### config.mk
export PLATFORM = sky130hd
export DESIGN_NAME = psio_top
export DESIGN_NICKNAME = d
export VERILOG_FILES = /design/src/psio_pkg.sv /design/src/psio_top.sv /design/src/psio_pwm.sv
export SDC_FILE = /design/constraint.sdc
export NUM_CORES = 1
export LEC_CHECK = 0
export ABC_AREA = 1
export ABC_CLOCK_PERIOD_IN_PS = 2800
export BUFFER_PORTS_ARGS = -buffer_cell sky130_fd_sc_hd__buf_2
export CAP_MARGIN = 20
export CORE_UTILIZATION = 45
export DETAILED_ROUTE_END_ITERATION = 16
export HOLD_SLACK_MARGIN = 0.06
export PLACE_DENSITY_LB_ADDON = 0.12
export SLEW_MARGIN = 20
export SYNTH_ARGS = -nofsm -noshare
export SYNTH_HDL_FRONTEND = slang
export SYNTH_SLANG_ARGS = --single-unit
### constraint.sdc
create_clock -name mclk_i -period 2.8 [get_ports mclk_i]
set_input_delay 0.56 -clock mclk_i [delete_from_list [all_inputs] [get_ports mclk_i]]
set_output_delay 0.56 -clock mclk_i [all_outputs]
set_load 0.005 [all_outputs]
### src/psio_pkg.sv
/*
 * constants, register map and field layout of the protection status i/o pins.
 * assumes one 250 mhz clock and an apb master with 32-bit data.
 */
// Behaviour
// - every pin has an invert bit acting on both input and output direction
// - output true drives low, or high when inverted
// - output false drives high, or low when inverted
// - pwm output uses separate per-pin period and duty settings
// - input mode samples the pin and reports it, applying inversion
// - pin 1 clear function both receives and sends pulses
// - a qualified pulse on pin 1 clears an active protection
// - output switching on after protection release sends one pulse on pin 1
// - pulses keep their low level for at least 30 us
// - pin 2 status: high when unprotected, low when protected
// - inverted status pins drive the exact opposite level
// - pin 3 status: high when output off, low when on
// - pulses are active low: high, then low, then high again; with pin 1 inverted the code drives high pulses and qualifies a high level
// - an open input reads 1, or 0 when inverted
package psio_pkg;

    // ********************************
    // timing
    // ********************************
    localparam int CLK_PERIOD_NS = 4;
    localparam int MIN_LOW_NS = 30000;
    // least time, so round up
    localparam int MIN_LOW_CYC = (MIN_LOW_NS + CLK_PERIOD_NS - 1) / CLK_PERIOD_NS;

    // ********************************
    // register byte addresses
    // ********************************
    localparam logic [7:0] ADDR_PIN_CTRL = 8'h00;
    localparam logic [7:0] ADDR_PWM_PERIOD = 8'h10;
    localparam logic [7:0] ADDR_PWM_DUTY = 8'h20;
    localparam logic [7:0] ADDR_QUAL = 8'h30;
    localparam logic [7:0] ADDR_STATUS = 8'h34;
    localparam logic [7:0] ADDR_EVENT = 8'h38;

    // ********************************
    // pin control fields
    // ********************************
    localparam int CTRL_MODE_LSB = 0;
    localparam int CTRL_INV_BIT = 2;
    localparam int CTRL_VAL_LSB = 3;
    localparam int CTRL_W = 5;
    localparam logic [4:0] CTRL_RESET = 5'h00;

    // pin mode encodings
    localparam logic [1:0] MODE_DEFAULT = 2'h0;
    localparam logic [1:0] MODE_INPUT = 2'h1;
    localparam logic [1:0] MODE_OUTPUT = 2'h2;

    // output value encodings
    localparam logic [1:0] VAL_FALSE = 2'h0;
    localparam logic [1:0] VAL_TRUE = 2'h1;
    localparam logic [1:0] VAL_PWM = 2'h2;

    // ********************************
    // status and event fields
    // ********************************
    localparam int STAT_IN_LSB = 0;
    localparam int STAT_PROT_BIT = 3;
    localparam int STAT_ON_BIT = 4;
    localparam int STAT_PULSE_BIT = 5;
    localparam int EVT_CLEAR_BIT = 0;
    localparam int EVT_SENT_BIT = 1;
    localparam logic [31:0] PWM_RESET = 32'h00000000;

endpackage

### src/psio_top.sv
/*
 * port pins 1 to 3: clear pulses, protection or output-off status,
 * or general input/output with pwm; apb registers.
 * assumes protection and switch state arrive on this clock, while pin
 * levels arrive asynchronously with a pull-up.
 */
// The address map and register access over APB were decided locally.
`timescale 1ns/1ps
`default_nettype none
module psio_top #(
    parameter int PULSE_CYC = psio_pkg::MIN_LOW_CYC,
    parameter int QUAL_W = 16,
    parameter int PWM_W = 32
) (
    // clock and reset
    input wire logic mclk_i,
    input wire logic resetn_i,
    // apb slave
    input wire logic psel_i,
    input wire logic penable_i,
    input wire logic pwrite_i,
    input wire logic [7:0] paddr_i,
    input wire logic [31:0] pwdata_i,
    output logic [31:0] prdata_o,
    output logic pready_o,
    output logic pslverr_o,
    // instrument state
    input wire logic prot_active_i,
    input wire logic output_on_i,
    output logic prot_clear_o,
    // port pins 1 to 3, index 0 is pin 1
    input wire logic [2:0] pin_i,
    output logic [2:0] pin_o,
    output logic [2:0] pin_oe_o
);

    localparam int NPIN = 3;

    // ****************************************************************
    // helpers
    // ****************************************************************
    // digital 1 is a low level; inversion flips the level
    function automatic logic pin_level(input logic d, input logic inv);
        pin_level = ~d ^ inv;
    endfunction

    // index within a group of three words, or 3 outside it
    function automatic logic [1:0] grp_idx(input logic [7:0] a, input logic [7:0] base);
        logic [7:0] off;
        off = a - base;
        if (off[1:0] == 2'h0 && off < 8'h0c) begin
            grp_idx = off[3:2];
        end else begin
            grp_idx = 2'h3;
        end
    endfunction

    // ****************************************************************
    // declarations
    // ****************************************************************
    logic [psio_pkg::CTRL_W-1:0] ctrl_reg [NPIN];
    logic [PWM_W-1:0] period_reg [NPIN];
    logic [PWM_W-1:0] duty_reg [NPIN];
    logic [QUAL_W-1:0] qual_reg;
    logic [1:0] evt_reg;
    logic [2:0] sync1_reg;
    logic [2:0] sync2_reg;
    logic [QUAL_W-1:0] low_cnt_reg;
    logic qual_done_reg;
    logic on_d_reg;
    logic [15:0] pulse_cnt_reg;
    logic pulsing_reg;
    logic [2:0] pwm_act;
    logic [2:0] in_state;
    logic [2:0] inv;
    logic [1:0] mode [NPIN];
    logic [1:0] val [NPIN];
    logic wr_en;
    logic rd_en;
    logic [1:0] i_ctrl;
    logic [1:0] i_per;
    logic [1:0] i_duty;
    logic mapped;
    logic clear_hit;
    logic pulse_start;
    logic [31:0] rd_word;

    // ****************************************************************
    // field decode
    // ****************************************************************
    always_comb begin
        for (int n = 0; n < NPIN; n++) begin
            mode[n] = ctrl_reg[n][psio_pkg::CTRL_MODE_LSB +: 2];
            val[n] = ctrl_reg[n][psio_pkg::CTRL_VAL_LSB +: 2];
            inv[n] = ctrl_reg[n][psio_pkg::CTRL_INV_BIT];
        end
    end

    // ****************************************************************
    // apb decode
    // ****************************************************************
    // no wait states: each access ends in its first access cycle
    assign pready_o = 1'b1;
    assign wr_en = psel_i && penable_i && pwrite_i;
    assign rd_en = psel_i && !penable_i && !pwrite_i;
    assign i_ctrl = grp_idx(paddr_i, psio_pkg::ADDR_PIN_CTRL);
    assign i_per = grp_idx(paddr_i, psio_pkg::ADDR_PWM_PERIOD);
    assign i_duty = grp_idx(paddr_i, psio_pkg::ADDR_PWM_DUTY);
    assign mapped = i_ctrl != 2'h3 || i_per != 2'h3 || i_duty != 2'h3 ||
                    paddr_i == psio_pkg::ADDR_QUAL ||
                    paddr_i == psio_pkg::ADDR_STATUS ||
                    paddr_i == psio_pkg::ADDR_EVENT;

    // ****************************************************************
    // configuration registers
    // ****************************************************************
    // pin control words
    always_ff @(posedge mclk_i or negedge resetn_i) begin
        if (!resetn_i) begin
            for (int n = 0; n < NPIN; n++) begin
                ctrl_reg[n] <= psio_pkg::CTRL_RESET;
            end
        end else if (wr_en && i_ctrl != 2'h3) begin
            ctrl_reg[i_ctrl] <= pwdata_i[psio_pkg::CTRL_W-1:0];
        end
    end

    // pwm period and duty, kept as separate settings
    always_ff @(posedge mclk_i or negedge resetn_i) begin
        if (!resetn_i) begin
            for (int n = 0; n < NPIN; n++) begin
                period_reg[n] <= psio_pkg::PWM_RESET[PWM_W-1:0];
                duty_reg[n] <= psio_pkg::PWM_RESET[PWM_W-1:0];
            end
        end else if (wr_en) begin
            if (i_per != 2'h3) begin
                period_reg[i_per] <= pwdata_i[PWM_W-1:0];
            end
            if (i_duty != 2'h3) begin
                duty_reg[i_duty] <= pwdata_i[PWM_W-1:0];
            end
        end
    end

    // qualification length, reset to the minimum pulse width
    always_ff @(posedge mclk_i or negedge resetn_i) begin
        if (!resetn_i) begin
            qual_reg <= QUAL_W'(PULSE_CYC);
        end else if (wr_en && paddr_i == psio_pkg::ADDR_QUAL) begin
            qual_reg <= pwdata_i[QUAL_W-1:0];
        end
    end

    // sticky events, write one to clear; a new event beats the clear
    always_ff @(posedge mclk_i or negedge resetn_i) begin
        if (!resetn_i) begin
            evt_reg <= 2'h0;
        end else begin
            for (int b = 0; b < 2; b++) begin
                if ((b == psio_pkg::EVT_CLEAR_BIT && clear_hit) ||
                    (b == psio_pkg::EVT_SENT_BIT && pulse_start)) begin
                    evt_reg[b] <= 1'b1;
                end else if (wr_en && paddr_i == psio_pkg::ADDR_EVENT && pwdata_i[b]) begin
                    evt_reg[b] <= 1'b0;
                end
            end
        end
    end

    // ****************************************************************
    // read path
    // ****************************************************************
    always_comb begin
        rd_word = 32'h00000000;
        if (i_ctrl != 2'h3) begin
            rd_word[psio_pkg::CTRL_W-1:0] = ctrl_reg[i_ctrl];
        end else if (i_per != 2'h3) begin
            rd_word[PWM_W-1:0] = period_reg[i_per];
        end else if (i_duty != 2'h3) begin
            rd_word[PWM_W-1:0] = duty_reg[i_duty];
        end else if (paddr_i == psio_pkg::ADDR_QUAL) begin
            rd_word[QUAL_W-1:0] = qual_reg;
        end else if (paddr_i == psio_pkg::ADDR_STATUS) begin
            rd_word[psio_pkg::STAT_IN_LSB +: 3] = in_state;
            rd_word[psio_pkg::STAT_PROT_BIT] = prot_active_i;
            rd_word[psio_pkg::STAT_ON_BIT] = output_on_i;
            rd_word[psio_pkg::STAT_PULSE_BIT] = pulsing_reg;
        end else if (paddr_i == psio_pkg::ADDR_EVENT) begin
            rd_word[1:0] = evt_reg;
        end
    end

    // read data captured in setup so it stands through the access cycle
    always_ff @(posedge mclk_i or negedge resetn_i) begin
        if (!resetn_i) begin
            prdata_o <= 32'h00000000;
        end else if (rd_en) begin
            prdata_o <= rd_word;
        end
    end

    // unmapped addresses answer with an error, writes there are dropped
    always_ff @(posedge mclk_i or negedge resetn_i) begin
        if (!resetn_i) begin
            pslverr_o <= 1'b0;
        end else if (psel_i && !penable_i) begin
            pslverr_o <= !mapped;
        end
    end

    // ****************************************************************
    // pin input synchroniser
    // ****************************************************************
    always_ff @(posedge mclk_i or negedge resetn_i) begin
        if (!resetn_i) begin
            sync1_reg <= 3'h7;
            sync2_reg <= 3'h7;
        end else begin
            sync1_reg <= pin_i;
            sync2_reg <= sync1_reg;
        end
    end

    // high reads as 1 unless inverted; an open pin pulled up reads 1
    assign in_state = sync2_reg ^ inv;

    // ****************************************************************
    // pin 1 pulse input qualification
    // ****************************************************************
    // a pulse is input state 0 held for qual_reg cycles;
    // our own outgoing pulse is masked so it cannot clear us
    always_ff @(posedge mclk_i or negedge resetn_i) begin
        if (!resetn_i) begin
            low_cnt_reg <= '0;
            qual_done_reg <= 1'b0;
        end else if (mode[0] != psio_pkg::MODE_DEFAULT || pulsing_reg || in_state[0]) begin
            low_cnt_reg <= '0;
            qual_done_reg <= 1'b0;
        end else if (!qual_done_reg) begin
            if (low_cnt_reg + 1'b1 >= qual_reg) begin
                qual_done_reg <= 1'b1;
            end
            low_cnt_reg <= low_cnt_reg + 1'b1;
        end
    end

    // one clear per pulse, at the cycle the width is reached
    assign clear_hit = mode[0] == psio_pkg::MODE_DEFAULT && !pulsing_reg && !in_state[0] &&
                       !qual_done_reg && low_cnt_reg + 1'b1 >= qual_reg && prot_active_i;

    always_ff @(posedge mclk_i or negedge resetn_i) begin
        if (!resetn_i) begin
            prot_clear_o <= 1'b0;
        end else begin
            prot_clear_o <= clear_hit;
        end
    end

    // ****************************************************************
    // pin 1 pulse output
    // ****************************************************************
    always_ff @(posedge mclk_i or negedge resetn_i) begin
        if (!resetn_i) begin
            on_d_reg <= 1'b0;
        end else begin
            on_d_reg <= output_on_i;
        end
    end

    // off to on with protection released starts one pulse
    assign pulse_start = mode[0] == psio_pkg::MODE_DEFAULT && output_on_i && !on_d_reg &&
                         !prot_active_i && !pulsing_reg;

    // the pulse runs its full width even if the switch turns off again
    always_ff @(posedge mclk_i or negedge resetn_i) begin
        if (!resetn_i) begin
            pulsing_reg <= 1'b0;
            pulse_cnt_reg <= 16'h0000;
        end else if (pulse_start) begin
            pulsing_reg <= 1'b1;
            pulse_cnt_reg <= 16'(PULSE_CYC - 1);
        end else if (pulsing_reg) begin
            if (pulse_cnt_reg == 16'h0000 || mode[0] != psio_pkg::MODE_DEFAULT) begin
                pulsing_reg <= 1'b0;
            end else begin
                pulse_cnt_reg <= pulse_cnt_reg - 1'b1;
            end
        end
    end

    // ****************************************************************
    // pwm generators
    // ****************************************************************
    for (genvar g = 0; g < NPIN; g++) begin : g_pwm
        psio_pwm #(
            .W(PWM_W)
        ) u_pwm (
            .mclk_i(mclk_i),
            .resetn_i(resetn_i),
            .enable_i(mode[g] == psio_pkg::MODE_OUTPUT && val[g] == psio_pkg::VAL_PWM),
            .period_i(period_reg[g]),
            .duty_i(duty_reg[g]),
            .active_o(pwm_act[g])
        );
    end

    // ****************************************************************
    // pin drivers
    // ****************************************************************
    // registered so pin levels never glitch on decode changes
    always_ff @(posedge mclk_i or negedge resetn_i) begin
        if (!resetn_i) begin
            pin_o <= 3'h7;
            pin_oe_o <= 3'h0;
        end else begin
            for (int n = 0; n < NPIN; n++) begin
                case (mode[n])
                    psio_pkg::MODE_DEFAULT: begin
                        if (n == 0) begin
                            // released between pulses so the far end can pulse us
                            pin_o[n] <= pin_level(1'b1, inv[n]);
                            pin_oe_o[n] <= pulsing_reg;
                        end else if (n == 1) begin
                            pin_o[n] <= pin_level(prot_active_i, inv[n]);
                            pin_oe_o[n] <= 1'b1;
                        end else begin
                            pin_o[n] <= pin_level(output_on_i, inv[n]);
                            pin_oe_o[n] <= 1'b1;
                        end
                    end
                    psio_pkg::MODE_OUTPUT: begin
                        case (val[n])
                            psio_pkg::VAL_TRUE: pin_o[n] <= pin_level(1'b1, inv[n]);
                            psio_pkg::VAL_PWM: pin_o[n] <= pin_level(pwm_act[n], inv[n]);
                            default: pin_o[n] <= pin_level(1'b0, inv[n]);
                        endcase
                        pin_oe_o[n] <= 1'b1;
                    end
                    default: begin
                        // input mode and unused codes leave the pin to the outside
                        pin_o[n] <= pin_level(1'b0, inv[n]);
                        pin_oe_o[n] <= 1'b0;
                    end
                endcase
            end
        end
    end

endmodule
`default_nettype wire

### src/psio_pwm.sv
/*
 * one pwm generator: counts a period and flags the active part of it.
 * assumes period and duty are stable registers on the same clock.
 */
`timescale 1ns/1ps
`default_nettype none
module psio_pwm #(
    parameter int W = 32
) (
    // clock and reset
    input wire logic mclk_i,
    input wire logic resetn_i,
    // settings
    input wire logic enable_i,
    input wire logic [W-1:0] period_i,
    input wire logic [W-1:0] duty_i,
    // result
    output logic active_o
);

    logic [W-1:0] cnt_reg;

    // ****************************************************************
    // period counter
    // ****************************************************************
    // a period of zero parks the counter so the output stays idle
    always_ff @(posedge mclk_i or negedge resetn_i) begin
        if (!resetn_i) begin
            cnt_reg <= '0;
        end else if (!enable_i || period_i == '0 || cnt_reg >= period_i - 1'b1) begin
            cnt_reg <= '0;
        end else begin
            cnt_reg <= cnt_reg + 1'b1;
        end
    end

    // active for duty cycles out of each period
    always_ff @(posedge mclk_i or negedge resetn_i) begin
        if (!resetn_i) begin
            active_o <= 1'b0;
        end else begin
            active_o <= enable_i && period_i != '0 && cnt_reg < duty_i;
        end
    end

endmodule
`default_nettype wire

=== Word-level counts from Yosys, hierarchy flattened ===
Index checks and enable logic that the tools add are counted.

* $add $sub $neg: 10
* $lt $le $gt $ge: 16
* Equal/unequal tests: 17
* Muxes and demuxes: 58
* Bitwise logic cells: 17
* Reductions and logical operators: 80

{| class="wikitable"
|+ Operator list
! kind !! number
|-
| 32-bit 2-to-1 mux || 10
|-
| 96-bit bitwise mux || 2
|-
| 32-bit binary-select mux with 2-bit select || 2
|-
| 32-bit demux with 2-bit select || 2
|-
| 16-bit 2-to-1 mux || 7
|-
| 32-bit by 1-bit adder with 32-bit output (second input constant) || 3
|-
| 32-bit greater-or-equal comparator || 3
|-
| 32-bit logical NOT || 3
|-
| 32-bit less-than comparator || 3
|-
| 32-bit nonzero test || 3
|-
| 32-bit by 1-bit subtractor with 32-bit output (second input constant) || 3
|-
| 1-bit logical AND || 33
|-
| 27-bit 2-to-1 mux || 1
|-
| 8-bit by 6-bit == test with 1-bit output (second input constant) || 3
|-
| 8-bit by 4-bit less-than comparator with 1-bit output (second input constant) || 3
|-
| 5-bit 2-to-1 mux || 4
|-
| 16-bit by 1-bit adder with 16-bit output (second input constant) || 1
|-
| 16-bit greater-or-equal comparator || 1
|-
| 16-bit logical NOT || 1
|-
| 16-bit by 1-bit subtractor with 16-bit output (second input constant) || 1
|-
| 15-bit bitwise mux || 1
|-
| 1-bit logical OR || 14
|-
| 1-bit case mux with 2 select lines || 7
|-
| 2-bit == test (second input constant) || 6
|-
| 23 further kinds || 81
|}

* Register bits after elaboration: 405
* Input bits: 50
* Output and inout port bits: 41
* Logic and storage cells: 228

=== Longest topological paths before layout ===
* Depth in word-level cells: 11
* Mapped depth: 21
* Mapped depth without buffers: 20

=== Hierarchy ===
A second synthesis with hierarchy kept.

* Cells, all modules: 3649
* Area, all modules: 27114.8 sq um

{| class="wikitable"
|+ By module, submodules not included
! module !! instances !! cells each !! area each (sq um) !! sequential area each (sq um)
|-
| psio_top || 1 || 1821 || 14695.3 || 7677.4
|-
| psio_pwm (g_pwm[0].u_pwm ...) || 2 || 608 || 4137.7 || 825.8
|-
| psio_pwm (g_pwm[1].u_pwm) || 1 || 612 || 4144.0 || 825.8
|}

=== Least setup slack after synthesis ===
Ideal clock, no wire load.

* Path kind: flip-flop to flip-flop
* From: reg period_reg[32] (netlist bit)
* To: reg g_pwm[1].u_pwm.cnt_reg[10]
* Setup time: 120 ps
* Arrival time: 2973 ps
* Setup slack: -293 ps
* Cell stages (with the launch flop): 20
* Buffers on the path: 1
* Period minus slack after synthesis: 3093 ps
* Cell sequence: dfrtp_1 > inv_1 > ha_1 > nand3_1 > nor2_1 > nand3_1 > nor2_2 > nand2_1 > nor2_1 > nand3_1 > and2_1 > ha_1 > nand2_1 > nor2_1 > nand4_1 > nor2_1 > nand4_1 > nand4_1 > buf_2 > nor2_1

* Longest elaborated chain between the ends: 4

{| class="wikitable"
|+ RTL lines
! what !! RTL line !! RTL
|-
| start, declared || psio_top.sv:62 || <nowiki>logic [PWM_W-1:0] period_reg [NPIN];</nowiki>
|-
| start signal, assigned by index || psio_top.sv:132 || <nowiki>period_reg[n] <= psio_pkg::PWM_RESET[PWM_W-1:0];</nowiki>
|-
| start signal, assigned by index || psio_top.sv:137 || <nowiki>period_reg[i_per] <= pwdata_i[PWM_W-1:0];</nowiki>
|-
| 32-bit by 1-bit subtractor with 32-bit output or 32-bit logical NOT (tied branches) || psio_pwm.sv:30 || <nowiki>end else if (!enable_i || period_i == '0 || cnt_reg >= period_i - 1'b1) begin</nowiki>
|-
| 32-bit greater-or-equal comparator or 1-bit logical OR (tied branches) || psio_pwm.sv:30 ||
|-
| 1-bit logical OR (*) || psio_pwm.sv:30 ||
|-
| 32-bit 2-to-1 mux (*) || psio_pwm.sv:30 ||
|-
| end signal, assigned || psio_pwm.sv:33 || <nowiki>cnt_reg <= cnt_reg + 1'b1;</nowiki>
|-
| end, declared || psio_pwm.sv:21 || <nowiki>logic [W-1:0] cnt_reg;</nowiki>
|}

Mark *: on every way between the ends. The rest lies on a longest branch, timed or not.
A chain may end at the register's enable or synchronous reset.

=== Worst setup path after layout ===
* From: reg period_reg[65] (netlist bit)
* To: reg g_pwm[0].u_pwm.cnt_reg[16]

* Longest elaborated chain between the ends: 4

{| class="wikitable"
|+ RTL lines
! what !! RTL line
|-
| 32-bit by 1-bit subtractor with 32-bit output or 32-bit logical NOT (tied branches) || psio_pwm.sv:30
|-
| 32-bit greater-or-equal comparator or 1-bit logical OR (tied branches) || psio_pwm.sv:30
|-
| 1-bit logical OR (*) || psio_pwm.sv:30
|-
| 32-bit 2-to-1 mux (*) || psio_pwm.sv:30
|-
| end signal, assigned || psio_pwm.sv:33
|-
| end, declared || psio_pwm.sv:21
|}

Marked as above.

==> impl_results.md <==
- DR pass1 iterations: 5
- DRT iter0 DRCs: ~2300
- Overall routing resource usage: 0.306
- Setup slack, reg-to-reg: -0.24 ns
- Max transition margin: 0.440
- Largest net degree at the start of global routing: 65
- Clock Pin Slew Worst Setup and Hold Paths: roughly 0.060 ns
- H-tree levels: 2
- Cell variety after synth: 45
- Worst-margin pin slew: 0.833 ns
- Final setup TNS: -16.71 ns
- Critical-path cell list: inv_2, buf_4, nand3_2, nor2_4, nand3_4, buf_4, nor2_4, nand2_1, xor2_1, ha_1, a21oi_2, nor2_1, nor3_2, nand2_1, a21oi_2, nand4_1, buf_6, buf_16, nor2_4
- Insertion delay to the later sink of the worst-skew pair: about 0.61 ns
- Slew Viols, Final: 0
- Initial antenna violation count: 5
- Cell taking the most area after synthesis: dfrtp_1
- Setup Skew: around 0.025 ns
- Synthesis Warnings: 0
- Post-Syn Area: 26500 sq um
- Slowest cell on crit path: dfrtp_1
- Routed Antenna Nets: 0
- Share of layout cells above drive strength 1: 0.171
- Most frequent cells in the layout: nand2_1, inv_1, dfrtp_1
- Clk root buf: clkbuf_16
- Cell depth of the worst flop-to-flop path: 19
- Worst R2R End: g_pwm[0].u_pwm.cnt_reg[16]
- Tot Pwr: 14.9 mW
- I/O pin total: 91
- Core area: around 58000 sq um
- Dpl cells: 4572
- Failing checks: setup timing
- Area of the multi-input gates: 15300 sq um
- Async set or reset register ratio after synthesis: 1.00
- Final worst slack: -0.235 ns
- Post-Syn Nets: 3855
- Worst EP arrival: 3.56 ns
- Cell count after synthesis: roughly 3600
- CP top delay family: simple AND/OR/NAND/NOR gates
- R2r startpoint: period_reg[65]
- Initial Utilization: 0.457
- Drt wl/cell: between 15 and 20 um
- Primary FF master, synth: dfrtp_1
- Buffers added on ports: between 80 and 90
- Tmin final: slightly above 3 ns
- Core Util, Final: 0.569
- Worst Path Buf+Inv: 5
- Routed vias: about 25000
- Peak supply drop: about 0.55 mV
- CP Max Fanout: 8
- Synth Register Bits: roughly 410
- Commonest non-fill, non-tap cell in the layout: nand2_1
- F_max: roughly 330 MHz
- Max stage delay on crit path: between 0.3 and 0.4 ns
- GRT overflow: 0
- Die area: between 50000 and 60000 sq um
- Critical Path RT: approximately 3.3 ns
- Worst min-delay path class: input pin to flip-flop
- Detailed-route DRC error count: 0
- Max capacitance violation total: 0
- P&R area growth vs syn: 24.3%
- Final Hold Fails: 0
- Total routed wirelength: a little over 90 mm
- Num CTS Buffers: 50
- Site row count: a little under 90
- CTS sink cnt: 405
- Filler cells: approximately 5500
- CP Launch Type: flip-flop
- Die Span X: roughly 240 um
- Die H: 245 um
- Vias/cell: 5.32
- Final GP Congestion: approximately 0.97
- Yosys top cell area share: 0.367
- WHS Path Cells: 1
- First-pass GRT wire length: roughly 140 mm
- Most used cell, CP: nor2_4
- Post-synth EDFFs: 0
- Avg Synthesized Cell Area: roughly 7.4 sq um
- Reg area: 10200 sq um
- Worst hold start: output_on_i
- CTS tree: built
- Final instance count without filler cells: approximately 4700
- Status: complete, but fails checks
- Vias in the first global route: around 24000
- Synth area leaders: dfrtp_1, nand2_1, ha_1
- Worst Hold Endpoint: on_d_reg
- Crit path capture type: flip-flop
- RSZ-0062 raised after global routing: true
- Sequential share of the synthesized area: 0.383
- Cell Pwr Density: between 400 and 500 nW/um^2
- Clock buffer depth: 3
- Detail Placement HPWL: 69.9 mm
- Leakage: about 16 nW
- # setup viols final: 96
- Nets: 4179
- Tcrit/Tclk final: 1.08
- CP Class: flip-flop to flip-flop
kinds of logic (layout without fill, tap and decap cells):
family | Yosys count | in the layout | synth area share
AOI/OAI and AO/OA | 555 | 555 | 0.110
adders and majority gates | 221 | 221 | 0.104
xor gates and xnor gates | 187 | 187 | 0.0617
DFF | 405 | 405 | 0.383
buffers and inverters | 585 | 949 | 0.0846
other | 1 | 2 | 0.000141
and+or+nand+nor | 1630 | 1630 | 0.256
routing by layer:
layer,up-vias,routed length [um],share of wire,GRT usage
met1,11800,41600,0.45,0.441
met5,-,13,0.00014,0
met2,849,40000,0.44,0.462
met4,2,2740,0.030,0.0982
li1,12300,-,-,-
met3,153,7560,0.082,0.0540
worst max-delay path by stage:
stage | start | to | slack (ns) | depth (start not counted)
after floorplan | period_reg[32] | g_pwm[1].u_pwm.cnt_reg[25] | 0.01 | 19
after CTS | period_reg[33] | g_pwm[1].u_pwm.cnt_reg[4] | -0.18 | 21
final | period_reg[65] | g_pwm[0].u_pwm.cnt_reg[16] | -0.24 | 19
after global routing | period_reg[36] | g_pwm[1].u_pwm.cnt_reg[0] | -0.45 | 20
after detailed placement | period_reg[37] | g_pwm[1].u_pwm.cnt_reg[21] | -0.25 | 16
after global placement | period_reg[37] | g_pwm[1].u_pwm.cnt_reg[21] | -0.18 | 16
cell usage after synthesis (all sizes together), types with 12 or more instances:
library cell	number
nand2	812
inv	494
nor2	443
dfrtp	389
o21ai	310
ha	221
a21oi	183
nand3	161
xor2	154
nor3	93
nand4	92
clkbuf	73
xnor2	33
o211ai	30
buf	17
dfstp	16
nor4	12
report_power, final:
| group | leakage (nW) | switching, mW | internal (mW) |
|---|---|---|---|
| Sequential | 5.36 | 0.134 | 6.03 |
| Combinational | 9.62 | 1.11 | 0.672 |
| Clock | 0.868 | 2.73 | 4.22 |
| Total | 15.9 | 3.97 | 10.9 |
worst register-to-register path: stages, from the launching register on:
cell	delay (ns)
dfrtp_1	0.39
inv_2	0.10
buf_4	0.12
nand3_2	0.12
nor2_4	0.16
nand3_4	0.13
buf_4	0.18
nor2_4	0.12
nand2_1	0.08
xor2_1	0.14
ha_1	0.30
a21oi_2	0.15
nor2_1	0.07
nor3_2	0.11
nand2_1	0.09
a21oi_2	0.11
nand4_1	0.15
buf_6	0.19
buf_16	0.16
nor2_4	0.08
metrics by stage:
| stage | hold slack, ns | instance area [sq um] | worst slack [ns] |
|---|---|---|---|
| 2_1_floorplan | 0.264 | 26700 | 0.0102 |
| 3_3_place_gp | 0.347 | 29700 | -0.175 |
| 3_5_place_dp | 0.349 | 29700 | -0.252 |
| 4_1_cts | 0.140 | 32300 | -0.177 |
| 5_1_grt | 0.144 | 33000 | -0.445 |
| 6_report | 0.169 | 33000 | -0.235 |
area by class of cell:
type / count / area share
Antenna cell: 1 / 0.0000758
Clock buffer: 74 / 0.0462
Clock inverter: 18 / 0.00694
Inverter: 495 / 0.0563
Multi-Input combinational cell: 2594 / 0.462
Sequential cell: 405 / 0.308
Tap cell: 765 / 0.0290
Timing Repair Buffer: 362 / 0.0912
timing repair:
item	in CTS	in global routing
buffers inserted	19	17
setup endpoints to repair	96	99
hold buffers	4	0
cloned	7	2
endpoints found under the hold margin	48	0
resized for setup	155	128
pin swaps	14	50
(Power assumes the default switching activity.)
